$ cat src/core/aeu_pkg.sv
// Constants, field positions and carriers for the uncorrectable error bank.
// Assumes one core clock and a simple strobe register port.
// Functional notes
// - Link protocol error sets status bit 4 unless mask bit 4 is set.
// - Surprise down sets bit 5; bit 5 stays zero without the capable strap.
// - Poisoned packet received sets status bit 12.
// - Flow control protocol violation sets status bit 13.
// - Completion matching no outstanding request sets status bit 16.
// - Receiver buffer overflow sets status bit 17.
// - Malformed packet received sets status bit 18.
// - End-to-end CRC failure sets status bit 19.
// - Unsupported request sets status bit 20.
// - Bit 14 reads zero and ignores writes in status and mask.
// - Bit 15 reads zero in status and mask.
// - Masked events are neither logged nor reported upstream.
// - Mask bits sticky, writable, reset zero; mask gates same-position status.
// - Bit 0 sticky, resets zero, no effect; clearable status, writable mask.
package aeu_pkg;
  // ******************************************************************
  // Bus and register map
  // ******************************************************************
  localparam int unsigned DATA_W = 32;
  localparam int unsigned ADDR_W = 12;
  localparam logic [11:0] UE_STATUS_OFS = 12'h104;
  localparam logic [11:0] UE_MASK_OFS = 12'h108;
  localparam logic [11:0] INT_STATUS_OFS = 12'h180;
  localparam logic [11:0] INT_MASK_OFS = 12'h184;
  localparam logic [31:0] RDATA_IDLE = 32'h0000_0000;

  // ******************************************************************
  // Field positions
  // ******************************************************************
  localparam int unsigned LEGACY_BIT = 0;
  localparam int unsigned LINK_PROTO_BIT = 4;
  localparam int unsigned SDOWN_BIT = 5;
  localparam int unsigned POISON_BIT = 12;
  localparam int unsigned FLOW_BIT = 13;
  localparam int unsigned CPL_TIMEOUT_BIT = 14;
  localparam int unsigned CPL_ABORT_BIT = 15;
  localparam int unsigned UNEXP_CPL_BIT = 16;
  localparam int unsigned OVERFLOW_BIT = 17;
  localparam int unsigned MALFORMED_BIT = 18;
  localparam int unsigned ECRC_BIT = 19;
  localparam int unsigned UNSUP_BIT = 20;
  // Bits 0,4,5,12,13,16..20 hold storage; bit 0 takes no events
  localparam logic [31:0] UE_IMPL_BITS = 32'h001F_3031;
  localparam logic [31:0] UE_EVENT_BITS = 32'h001F_3030;
  localparam logic [31:0] UE_STATUS_RST = 32'h0000_0000;
  localparam logic [31:0] UE_MASK_RST = 32'h0000_0000;

  // ******************************************************************
  // Interrupt bank
  // ******************************************************************
  localparam int unsigned INT_W = 2;
  localparam int unsigned INT_LOGGED_BIT = 0;
  localparam int unsigned INT_HIDDEN_BIT = 1;
  localparam logic [1:0] INT_STATUS_RST = 2'h0;
  localparam logic [1:0] INT_MASK_RST = 2'h0;

  // ******************************************************************
  // Carriers
  // ******************************************************************
  typedef struct packed {
    logic link_protocol;
    logic surprise_down;
    logic poisoned;
    logic flow_credit;
    logic unexpected_cpl;
    logic rcv_overflow;
    logic malformed;
    logic ecrc;
    logic unsupported;
  } aeu_evt_t;

  typedef struct packed {
    logic [11:0] addr;
    logic [31:0] wdata;
    logic wr;
    logic rd;
  } aeu_req_t;
endpackage

$ cat src/core/aeu_sticky_reg.sv
// Bank of sticky flops: hardware set, per-bit clear of any number of bits, optional load.
// Assumes rst_n is the power-on reset; no other reset touches it.
`timescale 1ns/1ns
module aeu_sticky_reg #(
  parameter int unsigned WIDTH = 32,
  parameter logic [WIDTH-1:0] IMPL = '1,
  parameter logic [WIDTH-1:0] RST = '0
) (
  input wire logic core_clk,
  input wire logic rst_n,
  input wire logic [WIDTH-1:0] set_bits,
  input wire logic [WIDTH-1:0] clr_bits,
  input wire logic load,
  input wire logic [WIDTH-1:0] load_val,
  output logic [WIDTH-1:0] q
);
  // ******************************************************************
  // Per-bit storage; absent bits are constant zero
  // ******************************************************************
  for (genvar i = 0; i < WIDTH; i++) begin : g_bit
    if (IMPL[i]) begin : g_impl
      logic bit_r;
      logic bit_nxt;
      // Set wins over a clear in the same cycle
      assign bit_nxt = set_bits[i] | ((load ? load_val[i] : bit_r) & ~clr_bits[i]);
      always_ff @(posedge core_clk or negedge rst_n) begin
        if (!rst_n) begin
          bit_r <= RST[i];
        end else begin
          bit_r <= bit_nxt;
        end
      end
      assign q[i] = bit_r;
    end else begin : g_zero
      assign q[i] = 1'b0;
    end
  end
endmodule

$ cat src/core/aeu_uncorr_err_top.sv
// Uncorrectable error status and mask bank for one switch port.
// Assumes event inputs are one-cycle pulses on core_clk and that the
// register master follows the single-cycle strobe protocol.
//
// Our own choice: the strobed register port.
`timescale 1ns/1ns
module aeu_uncorr_err_top (
  input wire logic core_clk,
  input wire logic rst_n,
  input wire logic port_rst_n,
  input wire aeu_pkg::aeu_req_t req,
  input wire aeu_pkg::aeu_evt_t evt,
  input wire logic surprise_down_capable,
  output logic [31:0] reg_rdata,
  output logic irq,
  output logic err_report,
  output logic [31:0] err_report_vec
);
  // ******************************************************************
  // Decode helpers
  // ******************************************************************
  function automatic logic addr_hit(input logic [11:0] a, input logic [11:0] ofs);
    return a == ofs;
  endfunction

  function automatic logic [31:0] evt_vec(input aeu_pkg::aeu_evt_t e, input logic sd_cap);
    logic [31:0] v;
    v = 32'h0000_0000;
    v[aeu_pkg::LINK_PROTO_BIT] = e.link_protocol;
    v[aeu_pkg::SDOWN_BIT] = e.surprise_down & sd_cap;
    v[aeu_pkg::POISON_BIT] = e.poisoned;
    v[aeu_pkg::FLOW_BIT] = e.flow_credit;
    v[aeu_pkg::UNEXP_CPL_BIT] = e.unexpected_cpl;
    v[aeu_pkg::OVERFLOW_BIT] = e.rcv_overflow;
    v[aeu_pkg::MALFORMED_BIT] = e.malformed;
    v[aeu_pkg::ECRC_BIT] = e.ecrc;
    v[aeu_pkg::UNSUP_BIT] = e.unsupported;
    return v;
  endfunction

  // ******************************************************************
  // Register state
  // ******************************************************************
  logic [31:0] ue_status_q;
  logic [31:0] ue_mask_q;
  logic [1:0] int_status_r;
  logic [1:0] int_status_nxt;
  logic [1:0] int_mask_r;
  logic [1:0] int_mask_nxt;
  logic irq_r;
  logic irq_nxt;
  logic [31:0] rdata_r;
  logic [31:0] rdata_nxt;
  logic report_r;
  logic report_nxt;
  logic [31:0] report_vec_r;
  logic [31:0] report_vec_nxt;

  // ******************************************************************
  // Address decode
  // ******************************************************************
  wire wr_status = req.wr && addr_hit(req.addr, aeu_pkg::UE_STATUS_OFS);
  wire wr_mask = req.wr && addr_hit(req.addr, aeu_pkg::UE_MASK_OFS);
  wire wr_int_mask = req.wr && addr_hit(req.addr, aeu_pkg::INT_MASK_OFS);
  wire rd_int_status = req.rd && addr_hit(req.addr, aeu_pkg::INT_STATUS_OFS);
  wire sel_status = addr_hit(req.addr, aeu_pkg::UE_STATUS_OFS);
  wire sel_mask = addr_hit(req.addr, aeu_pkg::UE_MASK_OFS);
  wire sel_int_status = addr_hit(req.addr, aeu_pkg::INT_STATUS_OFS);
  wire sel_int_mask = addr_hit(req.addr, aeu_pkg::INT_MASK_OFS);

  // ******************************************************************
  // Event qualification
  // ******************************************************************
  // Surprise down is dropped before logging when the port cannot report it
  wire [31:0] evt_raw = evt_vec(evt, surprise_down_capable);
  // A set mask bit suppresses both logging and the upstream report
  wire [31:0] evt_log = evt_raw & ~ue_mask_q & aeu_pkg::UE_EVENT_BITS;
  wire [31:0] evt_hidden = evt_raw & ue_mask_q;
  // Write one clears; writes to unimplemented positions land nowhere
  wire [31:0] status_clr = wr_status ? (req.wdata & aeu_pkg::UE_IMPL_BITS) :
                           32'h0000_0000;
  wire [31:0] mask_val = req.wdata & aeu_pkg::UE_IMPL_BITS;

  // ******************************************************************
  // Sticky banks
  // ******************************************************************
  // Only the power-on reset reaches these, so errors survive a port reset
  aeu_sticky_reg #(
    .WIDTH(32),
    .IMPL(aeu_pkg::UE_IMPL_BITS),
    .RST(aeu_pkg::UE_STATUS_RST)
  ) u_status (
    .core_clk(core_clk),
    .rst_n(rst_n),
    .set_bits(evt_log),
    .clr_bits(status_clr),
    .load(1'b0),
    .load_val(32'h0000_0000),
    .q(ue_status_q)
  );

  aeu_sticky_reg #(
    .WIDTH(32),
    .IMPL(aeu_pkg::UE_IMPL_BITS),
    .RST(aeu_pkg::UE_MASK_RST)
  ) u_mask (
    .core_clk(core_clk),
    .rst_n(rst_n),
    .set_bits(32'h0000_0000),
    .clr_bits(32'h0000_0000),
    .load(wr_mask),
    .load_val(mask_val),
    .q(ue_mask_q)
  );

  // ******************************************************************
  // Interrupt bank and read path
  // ******************************************************************
  wire [1:0] int_set = {|evt_hidden, |evt_log};
  // A new event in the clearing read cycle stays pending
  assign int_status_nxt = int_set | (rd_int_status ? 2'h0 : int_status_r);
  assign int_mask_nxt = wr_int_mask ? req.wdata[1:0] : int_mask_r;
  assign irq_nxt = |(int_status_nxt & int_mask_nxt);
  assign report_nxt = |evt_log;
  assign report_vec_nxt = evt_log;

  // Unmapped addresses read as zero
  wire [31:0] rd_mux = sel_status ? ue_status_q :
                       sel_mask ? ue_mask_q :
                       sel_int_status ? {30'h0000_0000, int_status_r} :
                       sel_int_mask ? {30'h0000_0000, int_mask_r} :
                       aeu_pkg::RDATA_IDLE;
  assign rdata_nxt = req.rd ? rd_mux : aeu_pkg::RDATA_IDLE;

  always_ff @(posedge core_clk or negedge rst_n) begin
    if (!rst_n) begin
      int_status_r <= aeu_pkg::INT_STATUS_RST;
      int_mask_r <= aeu_pkg::INT_MASK_RST;
      irq_r <= 1'b0;
    end else if (!port_rst_n) begin
      int_status_r <= aeu_pkg::INT_STATUS_RST;
      int_mask_r <= aeu_pkg::INT_MASK_RST;
      irq_r <= 1'b0;
    end else begin
      int_status_r <= int_status_nxt;
      int_mask_r <= int_mask_nxt;
      irq_r <= irq_nxt;
    end
  end

  // Read data and report pulses are not sticky
  always_ff @(posedge core_clk or negedge rst_n) begin
    if (!rst_n) begin
      rdata_r <= aeu_pkg::RDATA_IDLE;
      report_r <= 1'b0;
      report_vec_r <= 32'h0000_0000;
    end else begin
      rdata_r <= rdata_nxt;
      report_r <= report_nxt;
      report_vec_r <= report_vec_nxt;
    end
  end

  assign reg_rdata = rdata_r;
  assign irq = irq_r;
  assign err_report = report_r;
  assign err_report_vec = report_vec_r;
endmodule

$ cat config.mk
export PLATFORM = sky130hd
export DESIGN_NAME = aeu_uncorr_err_top
export DESIGN_NICKNAME = d
export VERILOG_FILES = /design/src/core/aeu_pkg.sv /design/src/core/aeu_sticky_reg.sv /design/src/core/aeu_uncorr_err_top.sv
export SDC_FILE = /design/constraint.sdc
export NUM_CORES = 1
export LEC_CHECK = 0
export BUFFER_PORTS_ARGS = -buffer_cell sky130_fd_sc_hd__buf_2
export CAP_MARGIN = 20
export CORE_ASPECT_RATIO = 0.8
export CORE_UTILIZATION = 45
export CTS_CLUSTER_DIAMETER = 100
export CTS_CLUSTER_SIZE = 30
export DETAILED_ROUTE_END_ITERATION = 10
export GPL_ROUTABILITY_DRIVEN = 1
export PLACE_DENSITY = 0.79
export SLEW_MARGIN = 0
export SYNTH_ARGS = -nofsm -noshare
export SYNTH_HDL_FRONTEND = slang
export SYNTH_SLANG_ARGS = --single-unit
export TNS_END_PERCENT = 20
$ cat constraint.sdc
create_clock -name core_clk -period 1.32 [get_ports core_clk]
set_input_delay 0.198 -clock core_clk [delete_from_list [all_inputs] [get_ports core_clk]]
set_output_delay 0.198 -clock core_clk [all_outputs]
set_load 0.01 [all_outputs]
==> results.toml <==
[sta]
slew_violations = 0
fin_setup_tns_ns = -5.75
final_hold_viol_count = 0
timing.final.ws_setup_ns = -0.297
holdWs_ns = 0.0832
min_period_ns = 1.62
report.final.setup_viol = 36
finClkSkew_ns = 0.00624
period_share_pct = 123
fmax_mhz = 618
rsz0062_at_grt = "yes"

[critical_path]
reg2reg_to = "irq"
crit_path_end = "irq"
path_cells = "buf_6 > or4b_4 > or4_4 > mux2i_2 > o32ai_2"
cp_slowest_stage_delay_ns = 0.58
crit_type = "in2reg"
r2r_start = "u_mask.g_bit[18].g_impl.bit_r"
worstPathRequired_ns = 1.53
reg2reg_depth = 4
cp.depth = 5
slowest_stage = "or4b_4"
crit_arrival_ns = 1.83
endpoint_kind = "flop"
cp_top_family = "simple AND/OR/NAND/NOR gates"
path_max_fanout = 4
cp_num_buf_inv = 1
reg2reg_slack_ns = -0.10
startpoint = "req[43]"
startpoint_type = "input port"

[detailed_routing]
viasPerCell = 4.87
drt_first_pass_iters = 4
drt_iter0_drc = 52
drtAntennaViolNets = 0
wirelength_mm = 5.04
via_count = 1699
drc = 0
wl_per_cell_um = 14.4

[placed_design]
postPlaceCellArea_um2 = 2680
place_congestion = 0.852
numPortBuffers = 59
dp_hpwl_mm = 3.75
place_ws_ns = -0.592

[die]
core-area_um2 = 4760
dieArea_um2 = 5430
start_util_pct = 48.6
die_h_um = 66.1
num_rows = 22
fp.dieW_um = 82.1
io-pin-count = 125

[clocking]
cts_made_buffers = 5
clkLatencyLatePin_ns = 0.30
clock_tree.buffer_depth = 2
clkSinkCount = 46
cts_max_level = 2
cts_root_buffer = "clkbuf_8"
post_cts_buffers = 0
cts_tree = "yes"
clkTransAtPathRegs_ns = 0.08

[grt]
grt_pass1_wl_mm = 7.56
grt_use_total_pct = 19.4
grt_max_degree = 47
grt_pass1_vias = 1531
overflow = 0
antenna_found_initial = 0

[final_layout]
final_cell_mix = "57 x buf_2, 46 x dfrtp_1, 44 x conb_1"
drive_above_1_share_pct = 41.2
syn2layout_area_growth_pct = 26.1
post-route-cell-area_um2 = 2920
final_nets = 347
final_common_cell = "buf_2"
num_antenna_cells = 0

[synthesis]
yosysUniqueCellTypes = 39
avgSynthCellArea_um2 = 11.4
synth_top_cell_by_area = "dfrtp_1"
synth_top_area_share_pct = 49.8
ys_warn_count = 0
synth_top_family_by_area = "buffers and inverters"
synth_adder_area_share_pct = 0
synth_area_leaders = "dfrtp_1 50%, buf_4 14%, mux2_2 5.4%, a32oi_1 3.4%, nor2b_1 2.7%"
synthXorXnorAreaFrac_pct = 0
synth_cells = 203
syn-cell-area_um2 = 2310
yosys.area_share.simple_pct = 14.7
ys_ff_latch = 46
synth_compound_area_share_pct = 11.0
ys_seq_area_share_pct = 49.8
synth.area.mux_share_pct = 6.22

[run]
max_cap_viol_count = 0

[pwr]
leakagePower_nw = 1.48
peakVddDrop_uv = 828
power.density_nw_per_um2 = 1030
power.total_w = 0.00302

[status]
violations = "setup timing"
outcome = "complete, but fails checks"

[min_path]
hp-class = "in2reg"
cell families after synthesis:
kind of cell,Yosys count
buf+inv,62
simple gates,50
flops,46
compound gates,31
mux,13
other cells,1
power by group:
part	switching, W	internal, W
logic	0.000198	0.000119
clock network	0.000461	0.000807
registers	0.00000569	0.00142
total	0.000665	0.00235
synthesized netlist by cell type (all sizes together):
cell,number
and4,2
nor2b,10
or4b,1
or3b,1
o41a,1
inv,11
and4b,1
or4bb,1
conb,1
clkbuf,2
mux2,11
nand4,3
a32oi,9
a31oi,9
a22o,3
a221oi,2
nor2,12
a21o,1
o41ai,2
nor4,3
or3,1
buf,49
a21boi,1
dfrtp,46
nand4b,1
or4,2
a21oi,1
nand2b,8
o32ai,1
nand3,1
nand2,3
o211a,1
mux2i,2
metrics by stage:
step	cells	utilization [%]
2_1_floorplan	246	-
3_3_place_gp	340	56.2
3_5_place_dp	340	56.2
4_1_cts	349	60.0
5_1_grt	349	61.2
6_report	349	61.2
repair_timing:
| item | in CTS | in global routing |
|---|---|---|
| endpoints found under the hold margin | 46 | 0 |
| resized for setup | 5 | 10 |
| setup endpoints to repair | 36 | 36 |
| pin swaps | 10 | 5 |
| hold buffers | 1 | 0 |
sequential cells by signal, indices dropped and copies added (netlist names):
signal,flops
u_status.g_bit.g_impl.bit_r,10
u_mask.g_bit.g_impl.bit_r,10
err_report_vec,9
int_status_r,2
reg_rdata,11
err_report,1
int_mask_r,2
irq,1
cell type report:
cell class,instances,area [um^2]
well taps,60,75.1
clock buffers,6,82.6
clock inverters,2,60.1
flip-flops and latches,46,1150
multi-input cells,138,970
inverters,11,41.3
repair buffers,86,537
fillers,391,1850
how the worst min path moves through the flow:
stage,cells past startpoint,slack [ns],start,end
2_1_floorplan,0,-0.1,rst_n,err_report
3_3_place_gp,2,0.19,rst_n,reg_rdata[16]
3_5_place_dp,2,0.20,rst_n,reg_rdata[16]
4_1_cts,2,0.08,req[20],u_status.g_bit[18].g_impl.bit_r
5_1_grt,2,0.08,req[20],u_status.g_bit[18].g_impl.bit_r
6_report,2,0.08,req[20],u_status.g_bit[18].g_impl.bit_r
metal layers:
metal	share of wire, %	track usage (%)
met5	0	0
met3	5.7	4.41
met1	43	25.9
met4	1.3	5.92
met2	50	31.3
No activity file was read; power rests on OpenSTA's default activity.
